[src/ipd_map.vh]
`ifndef IPD_MAP_VH
`define IPD_MAP_VH
// register byte addresses: four times the word index
`define IPD_SEL_ADDR        32'h0003FF00
`define IPD_POL0_ADDR       32'h0003FF04
`define IPD_POL1_ADDR       32'h0003FF08
`define IPD_LVL0_ADDR       32'h0003FF0C
`define IPD_LVL1_ADDR       32'h0003FF10
`define IPD_STAT_ADDR       32'h0003FF20
`define IPD_MASK_ADDR       32'h0003FF30
// word indices (printed offsets are not all multiples of four)
`define IPD_SEL_IDX         16'hFFC0
`define IPD_POL0_IDX        16'hFFC1
`define IPD_POL1_IDX        16'hFFC2
`define IPD_LVL0_IDX        16'hFFC3
`define IPD_LVL1_IDX        16'hFFC4
`define IPD_STAT_IDX        16'hFFC8
`define IPD_MASK_IDX        16'hFFCC
// field positions
`define IPD_STAT_G0_BIT     0
`define IPD_STAT_G1_LSB     1
`define IPD_STAT_G1_MSB     4
// reset values
`define IPD_SEL_RST         8'h00
`define IPD_POL0_RST        8'hFF
`define IPD_POL1_RST        4'hF
`define IPD_STAT_RST        5'h00
`define IPD_MASK_RST        5'h00
`endif

[src/ipd_sync.v]
`timescale 1ns/1ns
module ipd_sync #(
    parameter W = 8
) (
    input  wire         sys_clk,
    input  wire         rst_n,
    input  wire [W-1:0] pinIn,
    output reg  [W-1:0] levelQ
);
    // three stages; first stage is read only by the second
    reg [W-1:0] s1_q;
    reg [W-1:0] s2_q;
    reg [W-1:0] s3_q;
    integer     i;
    // a bit changes only when stages two and three agree
    always @(posedge sys_clk) begin
        if (!rst_n) begin
            s1_q   <= {W{1'b0}};
            s2_q   <= {W{1'b0}};
            s3_q   <= {W{1'b0}};
            levelQ <= {W{1'b0}};
        end else begin
            s1_q <= pinIn;
            s2_q <= s1_q;
            s3_q <= s2_q;
            for (i = 0; i < W; i = i + 1) begin
                if (s2_q[i] == s3_q[i]) begin
                    levelQ[i] <= s3_q[i];
                end
            end
        end
    end
endmodule

[src/ipd_edge.v]
`timescale 1ns/1ns
module ipd_edge #(
    parameter W = 8
) (
    input  wire         sys_clk,
    input  wire         rst_n,
    input  wire [W-1:0] level,
    input  wire [W-1:0] fallSel,
    output wire [W-1:0] edgeHit
);
    reg [W-1:0] prev_q;
    reg         armed_q;
    // remember last level; no edges before first valid sample
    always @(posedge sys_clk) begin
        if (!rst_n) begin
            prev_q  <= {W{1'b0}};
            armed_q <= 1'b0;
        end else begin
            prev_q  <= level;
            armed_q <= 1'b1;
        end
    end
    // polarity one picks falling, zero rising
    assign edgeHit = {W{armed_q}} & ((fallSel & prev_q & ~level) | (~fallSel & ~prev_q & level));
endmodule

[src/ipd_input_port.v]
// Chosen here: the AHB-Lite register port.
`timescale 1ns/1ns
`include "ipd_map.vh"
module ipd_input_port (
    input  wire        sys_clk,
    input  wire        rst_n,
    input  wire        hsel,
    input  wire [31:0] haddr,
    input  wire [1:0]  htrans,
    input  wire        hwrite,
    input  wire [2:0]  hsize,
    input  wire [31:0] hwdata,
    input  wire        hready,
    output reg  [31:0] hrdata,
    output reg         hreadyout,
    output reg         hresp,
    input  wire [7:0]  firstGroupPins,
    input  wire [3:0]  secondGroupPins,
    output reg         irq
);
    //--------------------------------------------------------------
    // register selects
    //--------------------------------------------------------------
    // internal codes for the decoded word; zero means nothing mapped
    // the level words decode like the rest but have no write path
    localparam [2:0] SEL_NONE   = 3'h0;
    localparam [2:0] SEL_IRQSEL = 3'h1;
    localparam [2:0] SEL_POL0   = 3'h2;
    localparam [2:0] SEL_POL1   = 3'h3;
    localparam [2:0] SEL_LVL0   = 3'h4;
    localparam [2:0] SEL_LVL1   = 3'h5;
    localparam [2:0] SEL_STAT   = 3'h6;
    localparam [2:0] SEL_MASK   = 3'h7;

    //--------------------------------------------------------------
    // word index decode
    //--------------------------------------------------------------
    // unmapped words decode to SEL_NONE and read as zero
    function [2:0] decodeIdx;
        input [31:0] addr;
        begin
            case (addr[31:2])
                {14'h0000, `IPD_SEL_IDX}:  decodeIdx = SEL_IRQSEL;
                {14'h0000, `IPD_POL0_IDX}: decodeIdx = SEL_POL0;
                {14'h0000, `IPD_POL1_IDX}: decodeIdx = SEL_POL1;
                {14'h0000, `IPD_LVL0_IDX}: decodeIdx = SEL_LVL0;
                {14'h0000, `IPD_LVL1_IDX}: decodeIdx = SEL_LVL1;
                {14'h0000, `IPD_STAT_IDX}: decodeIdx = SEL_STAT;
                {14'h0000, `IPD_MASK_IDX}: decodeIdx = SEL_MASK;
                default:                   decodeIdx = SEL_NONE;
            endcase
        end
    endfunction

    // a transfer counts only with the bus ready and a NONSEQ or SEQ
    function busTake;
        input       selIn;
        input       readyIn;
        input [1:0] transIn;
        begin
            busTake = selIn & readyIn & transIn[1];
        end
    endfunction

    // true in the data phase of a write to the given word
    function wrHit;
        input       pend;
        input [2:0] idx;
        input [2:0] want;
        begin
            wrHit = pend & (idx == want);
        end
    endfunction

    // set wins over a clear in the same cycle, so no edge is lost
    function [4:0] flagNext;
        input [4:0] curIn;
        input [4:0] clrIn;
        input [4:0] setIn;
        begin
            flagNext = (curIn & ~clrIn) | setIn;
        end
    endfunction

    //--------------------------------------------------------------
    // internal signals
    //--------------------------------------------------------------
    // synchronised levels and edge strobes of the two pin groups
    wire [7:0]  lvl0;
    wire [3:0]  lvl1;
    wire [7:0]  hit0;
    wire [3:0]  hit1;
    // address phase decode
    wire        busTaken;
    wire        rdTaken;
    wire        wrTaken;
    wire [2:0]  addrSel;
    // control and flag registers with their next values
    reg  [7:0]  irqSel_q;
    reg  [7:0]  irqSel_d;
    reg  [7:0]  pol0_q;
    reg  [7:0]  pol0_d;
    reg  [3:0]  pol1_q;
    reg  [3:0]  pol1_d;
    reg  [4:0]  stat_q;
    reg  [4:0]  stat_d;
    reg  [4:0]  mask_q;
    reg  [4:0]  mask_d;
    // write pipeline: the data phase follows its address phase
    reg         wrPend_q;
    reg         wrPend_d;
    reg  [2:0]  wrIdx_q;
    reg  [2:0]  wrIdx_d;
    // output next values and flag terms
    reg  [31:0] hrdata_d;
    reg         irq_d;
    reg  [4:0]  setBits;
    reg  [4:0]  clrBits;
    reg  [31:0] rdMux;

    //--------------------------------------------------------------
    // pin synchronisers and edge detectors
    //--------------------------------------------------------------
    ipd_sync #(.W(8)) uSync0 (
        .sys_clk (sys_clk),
        .rst_n   (rst_n),
        .pinIn   (firstGroupPins),
        .levelQ  (lvl0)
    );
    ipd_sync #(.W(4)) uSync1 (
        .sys_clk (sys_clk),
        .rst_n   (rst_n),
        .pinIn   (secondGroupPins),
        .levelQ  (lvl1)
    );
    ipd_edge #(.W(8)) uEdge0 (
        .sys_clk (sys_clk),
        .rst_n   (rst_n),
        .level   (lvl0),
        .fallSel (pol0_q),
        .edgeHit (hit0)
    );
    ipd_edge #(.W(4)) uEdge1 (
        .sys_clk (sys_clk),
        .rst_n   (rst_n),
        .level   (lvl1),
        .fallSel (pol1_q),
        .edgeHit (hit1)
    );

    //--------------------------------------------------------------
    // flag set and clear terms
    //--------------------------------------------------------------
    // the first group folds into one flag, the second keeps one per pin
    // edges set flags whatever the mask holds
    always @* begin
        setBits = {hit1, |(hit0 & irqSel_q)};
    end

    // a clear acts only in the data phase of a status write
    always @* begin
        clrBits = 5'h00;
        if (wrHit(wrPend_q, wrIdx_q, SEL_STAT)) begin
            clrBits = hwdata[4:0];
        end
    end

    // irq takes the next flag value so it lines up with a status read
    // a pin edge in the clear cycle still leaves its flag set
    always @* begin
        stat_d = flagNext(stat_q, clrBits, setBits);
        irq_d  = |(stat_d & mask_q);
    end

    //--------------------------------------------------------------
    // address phase decode
    //--------------------------------------------------------------
    // one decode feeds both the read mux and the write pipeline
    // hready is our own hreadyout fed back, as the only slave
    assign addrSel  = decodeIdx(haddr);
    assign busTaken = busTake(hsel, hready, htrans);
    assign rdTaken  = busTaken & ~hwrite;
    assign wrTaken  = busTaken & hwrite;

    // read mux; level bits come live from the synchronised pins
    // upper bits stay zero so narrow registers never show junk
    always @* begin
        case (addrSel)
            SEL_IRQSEL: rdMux = {24'h000000, irqSel_q};
            SEL_POL0:   rdMux = {24'h000000, pol0_q};
            SEL_POL1:   rdMux = {28'h0000000, pol1_q};
            SEL_LVL0:   rdMux = {24'h000000, lvl0};
            SEL_LVL1:   rdMux = {28'h0000000, lvl1};
            SEL_STAT:   rdMux = {27'h0000000, stat_q};
            SEL_MASK:   rdMux = {27'h0000000, mask_q};
            default:    rdMux = 32'h00000000;
        endcase
    end

    // read data is captured at the address edge and then held
    always @* begin
        hrdata_d = hrdata;
        if (rdTaken) begin
            hrdata_d = rdMux;
        end
    end

    // the write data only stands one cycle after its address
    // level selects pass here but no next-value block takes them
    always @* begin
        wrPend_d = wrTaken;
        wrIdx_d  = addrSel;
    end

    //--------------------------------------------------------------
    // control register next values
    //--------------------------------------------------------------
    // each register holds unless the data phase of its own write
    // a zero select bit keeps its pin out of the shared flag
    always @* begin
        irqSel_d = irqSel_q;
        if (wrHit(wrPend_q, wrIdx_q, SEL_IRQSEL)) begin
            irqSel_d = hwdata[7:0];
        end
    end

    // a one picks the falling edge for that pin
    always @* begin
        pol0_d = pol0_q;
        if (wrHit(wrPend_q, wrIdx_q, SEL_POL0)) begin
            pol0_d = hwdata[7:0];
        end
    end

    // only four second-group pins; upper data bits are dropped
    always @* begin
        pol1_d = pol1_q;
        if (wrHit(wrPend_q, wrIdx_q, SEL_POL1)) begin
            pol1_d = hwdata[3:0];
        end
    end

    // mask only gates the output, never the flags
    always @* begin
        mask_d = mask_q;
        if (wrHit(wrPend_q, wrIdx_q, SEL_MASK)) begin
            mask_d = hwdata[4:0];
        end
    end

    //--------------------------------------------------------------
    // registers
    //--------------------------------------------------------------
    // every register loads each clock; holding lives in the next values
    // bus side outputs; no wait states and no errors, both held in flops
    always @(posedge sys_clk) begin
        if (!rst_n) begin
            hrdata    <= 32'h00000000;
            hreadyout <= 1'b1;
            hresp     <= 1'b0;
            wrPend_q  <= 1'b0;
            wrIdx_q   <= SEL_NONE;
        end else begin
            hrdata    <= hrdata_d;
            hreadyout <= 1'b1;
            hresp     <= 1'b0;
            wrPend_q  <= wrPend_d;
            wrIdx_q   <= wrIdx_d;
        end
    end

    // control registers; polarity resets to the falling edge
    always @(posedge sys_clk) begin
        if (!rst_n) begin
            irqSel_q <= `IPD_SEL_RST;
            pol0_q   <= `IPD_POL0_RST;
            pol1_q   <= `IPD_POL1_RST;
            mask_q   <= `IPD_MASK_RST;
        end else begin
            irqSel_q <= irqSel_d;
            pol0_q   <= pol0_d;
            pol1_q   <= pol1_d;
            mask_q   <= mask_d;
        end
    end

    // flags and interrupt level; irq is a flop so it never glitches
    // a mask change reaches irq one cycle after the write lands
    always @(posedge sys_clk) begin
        if (!rst_n) begin
            stat_q <= `IPD_STAT_RST;
            irq    <= 1'b0;
        end else begin
            stat_q <= stat_d;
            irq    <= irq_d;
        end
    end
endmodule

[config.mk]
export PLATFORM = sky130hd
export DESIGN_NAME = ipd_input_port
export DESIGN_NICKNAME = d
export VERILOG_FILES = /design/src/ipd_sync.v /design/src/ipd_edge.v /design/src/ipd_input_port.v
export VERILOG_INCLUDE_DIRS = /design/src
export SDC_FILE = /design/constraint.sdc
export NUM_CORES = 1
export LEC_CHECK = 0
export ABC_AREA = 1
export BUFFER_PORTS_ARGS = -buffer_cell sky130_fd_sc_hd__clkbuf_2
export CAP_MARGIN = 20
export CELL_PAD_IN_SITES_DETAIL_PLACEMENT = 0
export CELL_PAD_IN_SITES_GLOBAL_PLACEMENT = 2
export CORE_ASPECT_RATIO = 0.6
export CORE_UTILIZATION = 26
export DETAILED_ROUTE_END_ITERATION = 8
export HOLD_SLACK_MARGIN = 0.05
export PLACE_DENSITY_LB_ADDON = 0.2
export SLEW_MARGIN = 10
export SYNTH_ARGS = -nofsm -noshare
export SYNTH_HDL_FRONTEND = slang
export SYNTH_SLANG_ARGS = --single-unit
[constraint.sdc]
create_clock -name sys_clk -period 1.5 [get_ports sys_clk]
set_clock_uncertainty 0.2 [all_clocks]
set_input_delay 0 -clock sys_clk [delete_from_list [all_inputs] [get_ports sys_clk]]
set_output_delay 0 -clock sys_clk [all_outputs]
set_load 0.05 [all_outputs]
==> results.py, run 1 <==
metrics = {
    "sta": {
        "hold_violations": 3,
        "drv_slew": 0,
        "setup_slack_ps": -65.80,
        "tightest_slew_ps": 718.6,
        "rsz0062_at_grt": "yes",
        "setup_viol": 2,
        "relSlewSlack_pct": 52.10,
        "max_freq_ghz": 0.6387,
        "finalCritPeriodShare_pct": 104.4,
        "worst_hold_slack_ps": -59.54,
        "period_needed_ps": 1566,
    },
    "outcome": {
        "status": "finished, violations left",
        "violations": "negative hold slack, negative setup slack",
    },
    "global_route": {
        "grt_overflow": 0,
        "antenna_found_initial": 0,
        "grt_pass1_vias": 4251,
        "grt_pass1_wl_um": 22030,
        "grt_max_degree": 31,
        "grt.total_usage_pct": 15.63,
    },
    "cts": {
        "clk_pin_slew_ps": 70,
        "htree_levels": 3,
        "clk-insertion-delay-late_ps": 350,
        "cts_root_buf": "clkbuf_16",
        "cts.sinks": 104,
        "cts_tree": "yes",
        "cts_inserted_buffers": 9,
        "cts_buffer_depth": 2,
    },
    "pwr": {
        "peakVddDrop_mv": 0.5445,
        "pwr_density_cell_nw_per_um2": 873.9,
        "total_power_uw": 5757,
        "leakage_uw": 0.003401,
    },
    "detailed_routing": {
        "vias": 4437,
        "dr.pass1.iters": 4,
        "wl_per_cell_um": 12.80,
        "ant_nets": 0,
        "drt_iter0_drc": 276,
        "wirelength_um": 13450,
        "avgViaCountPerCell": 4.222,
        "drc": 0,
    },
    "critical_path": {
        "rrSetupSlack_ps": -70,
        "regToRegStartpoint": "uEdge0.armed_q$_DFF_P_",
        "required_ps": 1500,
        "timing.rr.end": "irq$_SDFF_PN0_",
        "crit_arrival_ps": 1560,
        "startpoint_type": "flip-flop",
        "worstRegToRegCells": 7,
        "worstSetupEndpointType": "flip-flop",
        "path_class": "flip-flop to flip-flop",
        "path_max_fanout": 6,
    },
    "floorplan": {
        "dieArea_um2": 18050,
        "die_w_um": 172.8,
        "ios": 121,
        "die_h_um": 104.5,
        "start_util_pct": 26.56,
        "core_um2": 17130,
        "fp-row-count": 37,
    },
    "synth": {
        "syn_area_um2": 4549,
        "ys_ff_latch": 104,
        "syn_inst": 632,
        "synth.yosys.warnings": 0,
        "yosysUniqueCellTypes": 28,
        "syn_avg_cell_area_um2": 7.198,
        "synth.yosys.seq_area_share_pct": 45.76,
    },
    "cells_and_area": {
        "drive_gt1_share_pct": 23.87,
        "multi_input_area_um2": 2007,
        "antenna_cells": 0,
        "area_delta_synth_final_pct": 44.80,
        "seqCellArea_um2": 2100,
        "fin_cells": 1051,
        "fillers": 1813,
        "stdcell_area_um2": 6588,
        "nets": 898,
    },
    "worst_hold_path": {
        "whs_endpoint": "wrHit.idx[2]$_SDFF_PN0_",
        "min_path_cells": 7,
        "hp-start": "haddr[26]",
        "hold_path.class": "input pin to flip-flop",
    },
    "run": {
        "maxCapViolations": 0,
    },
    "place": {
        "io_buffers": 64,
        "dpl.hpwl_um": 9459,
        "placed_cell_area_um2": 5314,
        "dp.cells": 952,
        "gp_congestion": 0.8210,
        "preCtsSetupSlack_ps": -365.2,
    },
}
==> worst max path at each step <==
stage / depth (start not counted) / end / from / slack [ps]
floorplan: 7 / irq$_SDFF_PN0_ / wrHit.idx[1]$_SDFF_PN0_ / 110
global placement: 7 / irq$_SDFF_PN0_ / wrHit.pend$_SDFF_PN0_ / -450
detailed placement: 7 / irq$_SDFF_PN0_ / wrHit.idx[2]$_SDFF_PN0_ / -370
CTS: 9 / irq$_SDFF_PN0_ / wrHit.idx[0]$_SDFF_PN0_ / -80
global route: 8 / irq$_SDFF_PN0_ / wrHit.pend$_SDFF_PN0_ / -140
finish: 7 / irq$_SDFF_PN0_ / uEdge0.armed_q$_DFF_P_ / -70
==> metal layers <==
metal | vias to the layer above | GRT usage (%) | part of all wire, %
met2 | 100 | 21.95 | 39
met3 | 4 | 3.216 | 4.5
li1 | 2291 | - | -
met4 | 0 | 2.465 | 0.27
met1 | 2042 | 24.30 | 57
met5 | - | 0 | 0
==> critical path, stage by stage (launching register included) <==
cell	delay, ps
dfxtp_1	330
buf_4	170
nand3b_1	230
nand2_1	110
nand2_2	110
nand3_2	70
a21oi_2	130
a21oi_2	80
==> logic make-up after synthesis <==
family	after synthesis	share of synthesized area [%]
AO/OA/AOI/OAI	102	12.79
buffers and inverters	148	14.74
flip-flops	104	45.76
other	2	0.1651
AND/OR/NAND/NOR	276	26.54
==> stage by stage <==
step	hold slack [ps]	util, %	setup TNS [ps]
CTS	-48.77	37.68	-889.9
finish	-59.54	38.46	-73.68
floorplan	-172.3	-	0
global route	-21.31	38.46	-520.7
global placement	-16.53	31.02	-1447
detailed placement	-13.58	31.02	-904.7
==> timing repair <==
item	in CTS	in global routing
cloned	1	0
hold endpoints to repair	91	6
hold buffers	75	1
gates resized for setup	27	40
pin swaps	4	15
endpoints found under the setup margin	6	44
buffers inserted	3	9
==> registers in the layout, indices dropped and copies added, names as in the netlist, 3 cells and up <==
signal	count
uSync1.s1_q	4
uSync0.s1_q	8
uSync0.s2_q	8
mask_q	5
uSync0.levelQ	8
wrHit.idx	3
hrdata	8
pol1_q	4
pol0_q	8
uEdge1.prev_q	4
uSync0.s3_q	8
irqSel_q	8
uSync1.levelQ	4
uEdge0.prev_q	8
uSync1.s3_q	4
flagNext.curIn	5
uSync1.s2_q	4
==> synth_stat cells <==
library cell  count  area share (%)
nor2_2            7            0.96
conb_1            2            0.17
inv_2             5            0.41
nor3_1            2            0.22
nor3_2            1            0.22
nand2_4           1            0.25
o21ai_0          34             3.7
o31ai_1           1            0.17
buf_4            28             4.6
a21oi_1          40             4.4
a21oi_2           1            0.19
nor2_4            4            0.99
nand3b_1          4            0.66
dfxtp_1         104              46
nor4_1            1            0.14
nand2_2           4            0.55
nand2_1         157              13
o211ai_1         14             2.3
buf_2             2            0.22
nand3_1          44             4.8
buf_6             1            0.25
o21bai_1         12             2.0
nand4_1           6            0.83
clkbuf_1          6            0.50
inv_1           102             8.4
nor2_1           43             3.5
and2_4            2            0.39
buf_1             4            0.33
==> cell type report <==
type	count	share of cell area, %
tap	234	4.444
inverter	107	6.249
timing repair buffer	186	22.43
sequential	104	31.87
multi-input combinational	404	30.47
clock inverter	5	0.7028
clock buffer	11	3.837
==> where the power goes <==
part / internal, uW / switching [uW]
combinational: 242 / 340
sequential: 2800 / 16.4
clock: 1250 / 1110
total: 4290 / 1470
==> layout by cell type (no fill, tap or decap), types with 3 or more instances in the layout <==
cell	synthesis	routed
nand2_2	4	7
buf_12	0	4
dlygate4sd3_1	0	68
clkbuf_16	0	9
buf_6	1	3
nand3_1	44	43
dfxtp_1	104	94
buf_4	28	45
o21ai_2	0	6
nor2_4	4	8
a21oi_2	1	4
o21ai_0	34	24
nand3b_1	4	4
dfxtp_2	0	8
inv_2	5	8
nand4_1	6	6
nor2_2	7	9
nor2_1	43	37
o211ai_1	14	14
a21oi_1	40	37
nand2_1	157	154
clkbuf_2	0	64
o21bai_1	12	12
inv_1	102	97
conb_1	2	26
Note: power is estimated with default switching activity, not from simulation.
==> run 2: changes to the inputs <==
--- a/config.mk
+++ b/config.mk
@@ -15,7 +15,7 @@
 export CORE_UTILIZATION = 26
 export DETAILED_ROUTE_END_ITERATION = 8
 export HOLD_SLACK_MARGIN = 0.05
-export PLACE_DENSITY_LB_ADDON = 0.2
+export PLACE_DENSITY = 0.8
 export SLEW_MARGIN = 10
 export SYNTH_ARGS = -nofsm -noshare
 export SYNTH_HDL_FRONTEND = slang
==> constraint.sdc (replaced) <==
create_clock -name sys_clk -period 1.5 [get_ports sys_clk]
set_clock_uncertainty 0.2 [all_clocks]
set_input_delay 0 -clock sys_clk [delete_from_list [all_inputs] [get_ports sys_clk]]
set_output_delay 0 -clock sys_clk [all_outputs]
set_load 0.02 [all_outputs]
==> run 2 against run 1 <==
  * Via count down 5.4%
  * Design area down 4.4%
  * Count of clock-buffer cells in the layout unchanged
  * Wire length is 7.5% lower
  * Die area is the same
  * Non-clock buffer count down 26
  * Global-route usage is 1.5 points lower
  * First-iteration DRC count down 20%
  * The flow still finishes with violations (negative hold slack, negative setup slack)
==> results.py, run 2 (synthesis results as in run 1) <==
metrics = {
    "outcome": {
        "status": "finished, violations left",
        "violations": "negative hold slack, negative setup slack",
    },
    "cells_and_area": {
        "final_util_pct": 36.77,
        "stdcell_area_um2": 6299,
        "mostFrequentLayoutCell": "nand2_1",
        "final_cell_mix": "nand2_1 (155), inv_1 (97), dfxtp_1 (94), clkbuf_2 (64), dlygate4sd3_1 (52)",
        "drive_gt1_share_pct": 22.88,
        "fillers": 1817,
        "antenna_cells": 0,
        "area_delta_synth_final_pct": 38.45,
        "nets": 872,
        "fin_cells": 1025,
    },
    "critical_path": {
        "path_class": "flip-flop to flip-flop",
        "regToRegStartpoint": "wrHit.pend$_SDFF_PN0_",
        "crit_arrival_ps": 1530,
        "path_max_fanout": 5,
        "timing.rr.end": "irq$_SDFF_PN0_",
        "worstRegToRegCells": 8,
        "worstSetupEndpointType": "flip-flop",
        "setup.worst_path.end": "irq$_SDFF_PN0_",
        "rrSetupSlack_ps": -30,
        "required_ps": 1510,
        "cp-startpoint": "wrHit.pend$_SDFF_PN0_",
        "startpoint_type": "flip-flop",
    },
    "cts": {
        "cts_root_buf": "clkbuf_16",
        "clk_pin_slew_ps": 70,
        "cts.sinks": 104,
        "cts_tree": "yes",
        "cts_buffer_depth": 2,
        "clk-insertion-delay-late_ps": 340,
        "htree_levels": 3,
        "cts_inserted_buffers": 9,
    },
    "sta": {
        "period_needed_ps": 1526,
        "max_freq_ghz": 0.6554,
        "hold_violations": 3,
        "setup_viol": 1,
        "setup_slack_ps": -25.87,
        "relSlewSlack_pct": 60.70,
        "finalCritPeriodShare_pct": 101.7,
        "drv_slew": 0,
        "worst_hold_slack_ps": -25.46,
        "tightest_slew_ps": 588.9,
        "fin_tns_setup_ps": -25.87,
        "rsz0062_at_grt": "yes",
    },
    "pwr": {
        "swShare_pct": 21.91,
        "p_comb_share_pct": 8.0,
        "peakVddDrop_mv": 0.4405,
        "pwr_density_cell_nw_per_um2": 921.3,
        "p_clk_share_pct": 43.4,
        "p_seq_share_pct": 48.6,
        "leakage_uw": 0.003309,
        "internal_power_uw": 4531,
        "p_sw_uw": 1271,
    },
    "place": {
        "dpl.hpwl_um": 9052,
        "io_buffers": 64,
        "gp_congestion": 0.8387,
        "dp.cells": 949,
        "placed_cell_area_um2": 5266,
    },
    "detailed_routing": {
        "drc": 0,
        "wirelength_um": 12440,
        "drt_iter0_drc": 222,
        "ant_nets": 0,
        "vias": 4199,
        "avgViaCountPerCell": 4.097,
        "dr.pass1.iters": 4,
        "wl_per_cell_um": 12.13,
    },
    "global_route": {
        "grt_pass1_vias": 3931,
        "grt_max_degree": 39,
        "grt_overflow": 0,
        "grt_pass1_wl_um": 20020,
        "antenna_found_initial": 0,
        "grt.total_usage_pct": 14.18,
    },
    "floorplan": {
        "dieArea_um2": 18050,
        "die_h_um": 104.5,
        "die_w_um": 172.8,
        "core_um2": 17130,
        "ios": 121,
        "fp-row-count": 37,
        "start_util_pct": 26.56,
    },
    "worst_hold_path": {
        "hold_path.class": "input pin to flip-flop",
    },
    "run": {
        "maxCapViolations": 0,
    },
}
run 2: power by group through the flow:
stage / clock network [uW] / registers [uW] / logic (uW)
global placement: 0 / 2880 / 341
CTS: 2580 / 2820 / 453
finish: 2520 / 2820 / 465
global route: 2730 / 2820 / 515
detailed placement: 0 / 2880 / 344
floorplan: 0 / 2880 / 234
run 2: stage by stage:
stage	total power [uW]	setup WS, ps
2_1_floorplan	3111	108.9
3_3_place_gp	3223	-253.2
3_5_place_dp	3226	-204.6
4_1_cts	5852	-8.412
5_1_grt	6065	-135.5
6_report	5803	-25.87
run 2: how the worst min path moves through the flow:
stage | cells past startpoint | slack (ps) | from | endpoint
final | 7 | -30 | haddr[16] | wrHit.idx[0]$_SDFF_PN0_
after global placement | 3 | -20 | secondGroupPins[3] | uSync1.s1_q[3]$_SDFF_PN0_
after global routing | 7 | 10 | haddr[16] | wrHit.idx[1]$_SDFF_PN0_
after floorplan | 0 | -170 | rst_n | uEdge0.armed_q$_DFF_P_
after detailed placement | 3 | -10 | firstGroupPins[0] | uSync0.s1_q[0]$_SDFF_PN0_
after CTS | 7 | -40 | haddr[16] | wrHit.idx[1]$_SDFF_PN0_
run 2: per-layer routing:
layer / share of wire (%) / track usage [%]
met2: 38 / 18.87
met5: 0 / 0
met1: 58 / 22.46
met3: 4.3 / 3.070
met4: 0.19 / 3.034
run 2: timing repair:
item | in CTS | in global routing
gates resized for setup | 15 | 42
pin swaps | 3 | 10
gates cloned | 0 | 1
setup buffers | 1 | 4
endpoints found under the setup margin | 8 | 28
endpoints found under the hold margin | 91 | 16
hold buffers | 52 | 3
run 2: worst max-delay path: stages, from the launching register on:
cell,delay (ps)
dfxtp_2,340
nand4_1,140
buf_6,170
o21ai_2,120
nand2_1,60
nand2_1,80
nand3_2,80
a21oi_2,120
a21oi_2,70
run 2: area by class of cell:
cell class | instances | area (um^2) | area share [%]
clock buffer | 11 | 242.7 | 3.854
timing repair buffer | 160 | 1224 | 19.43
sequential | 104 | 2095 | 33.25
clock inverter | 5 | 78.83 | 1.251
multi-input combinational | 404 | 1962 | 31.15
inverter | 107 | 404.1 | 6.416
tap | 234 | 292.8 | 4.648
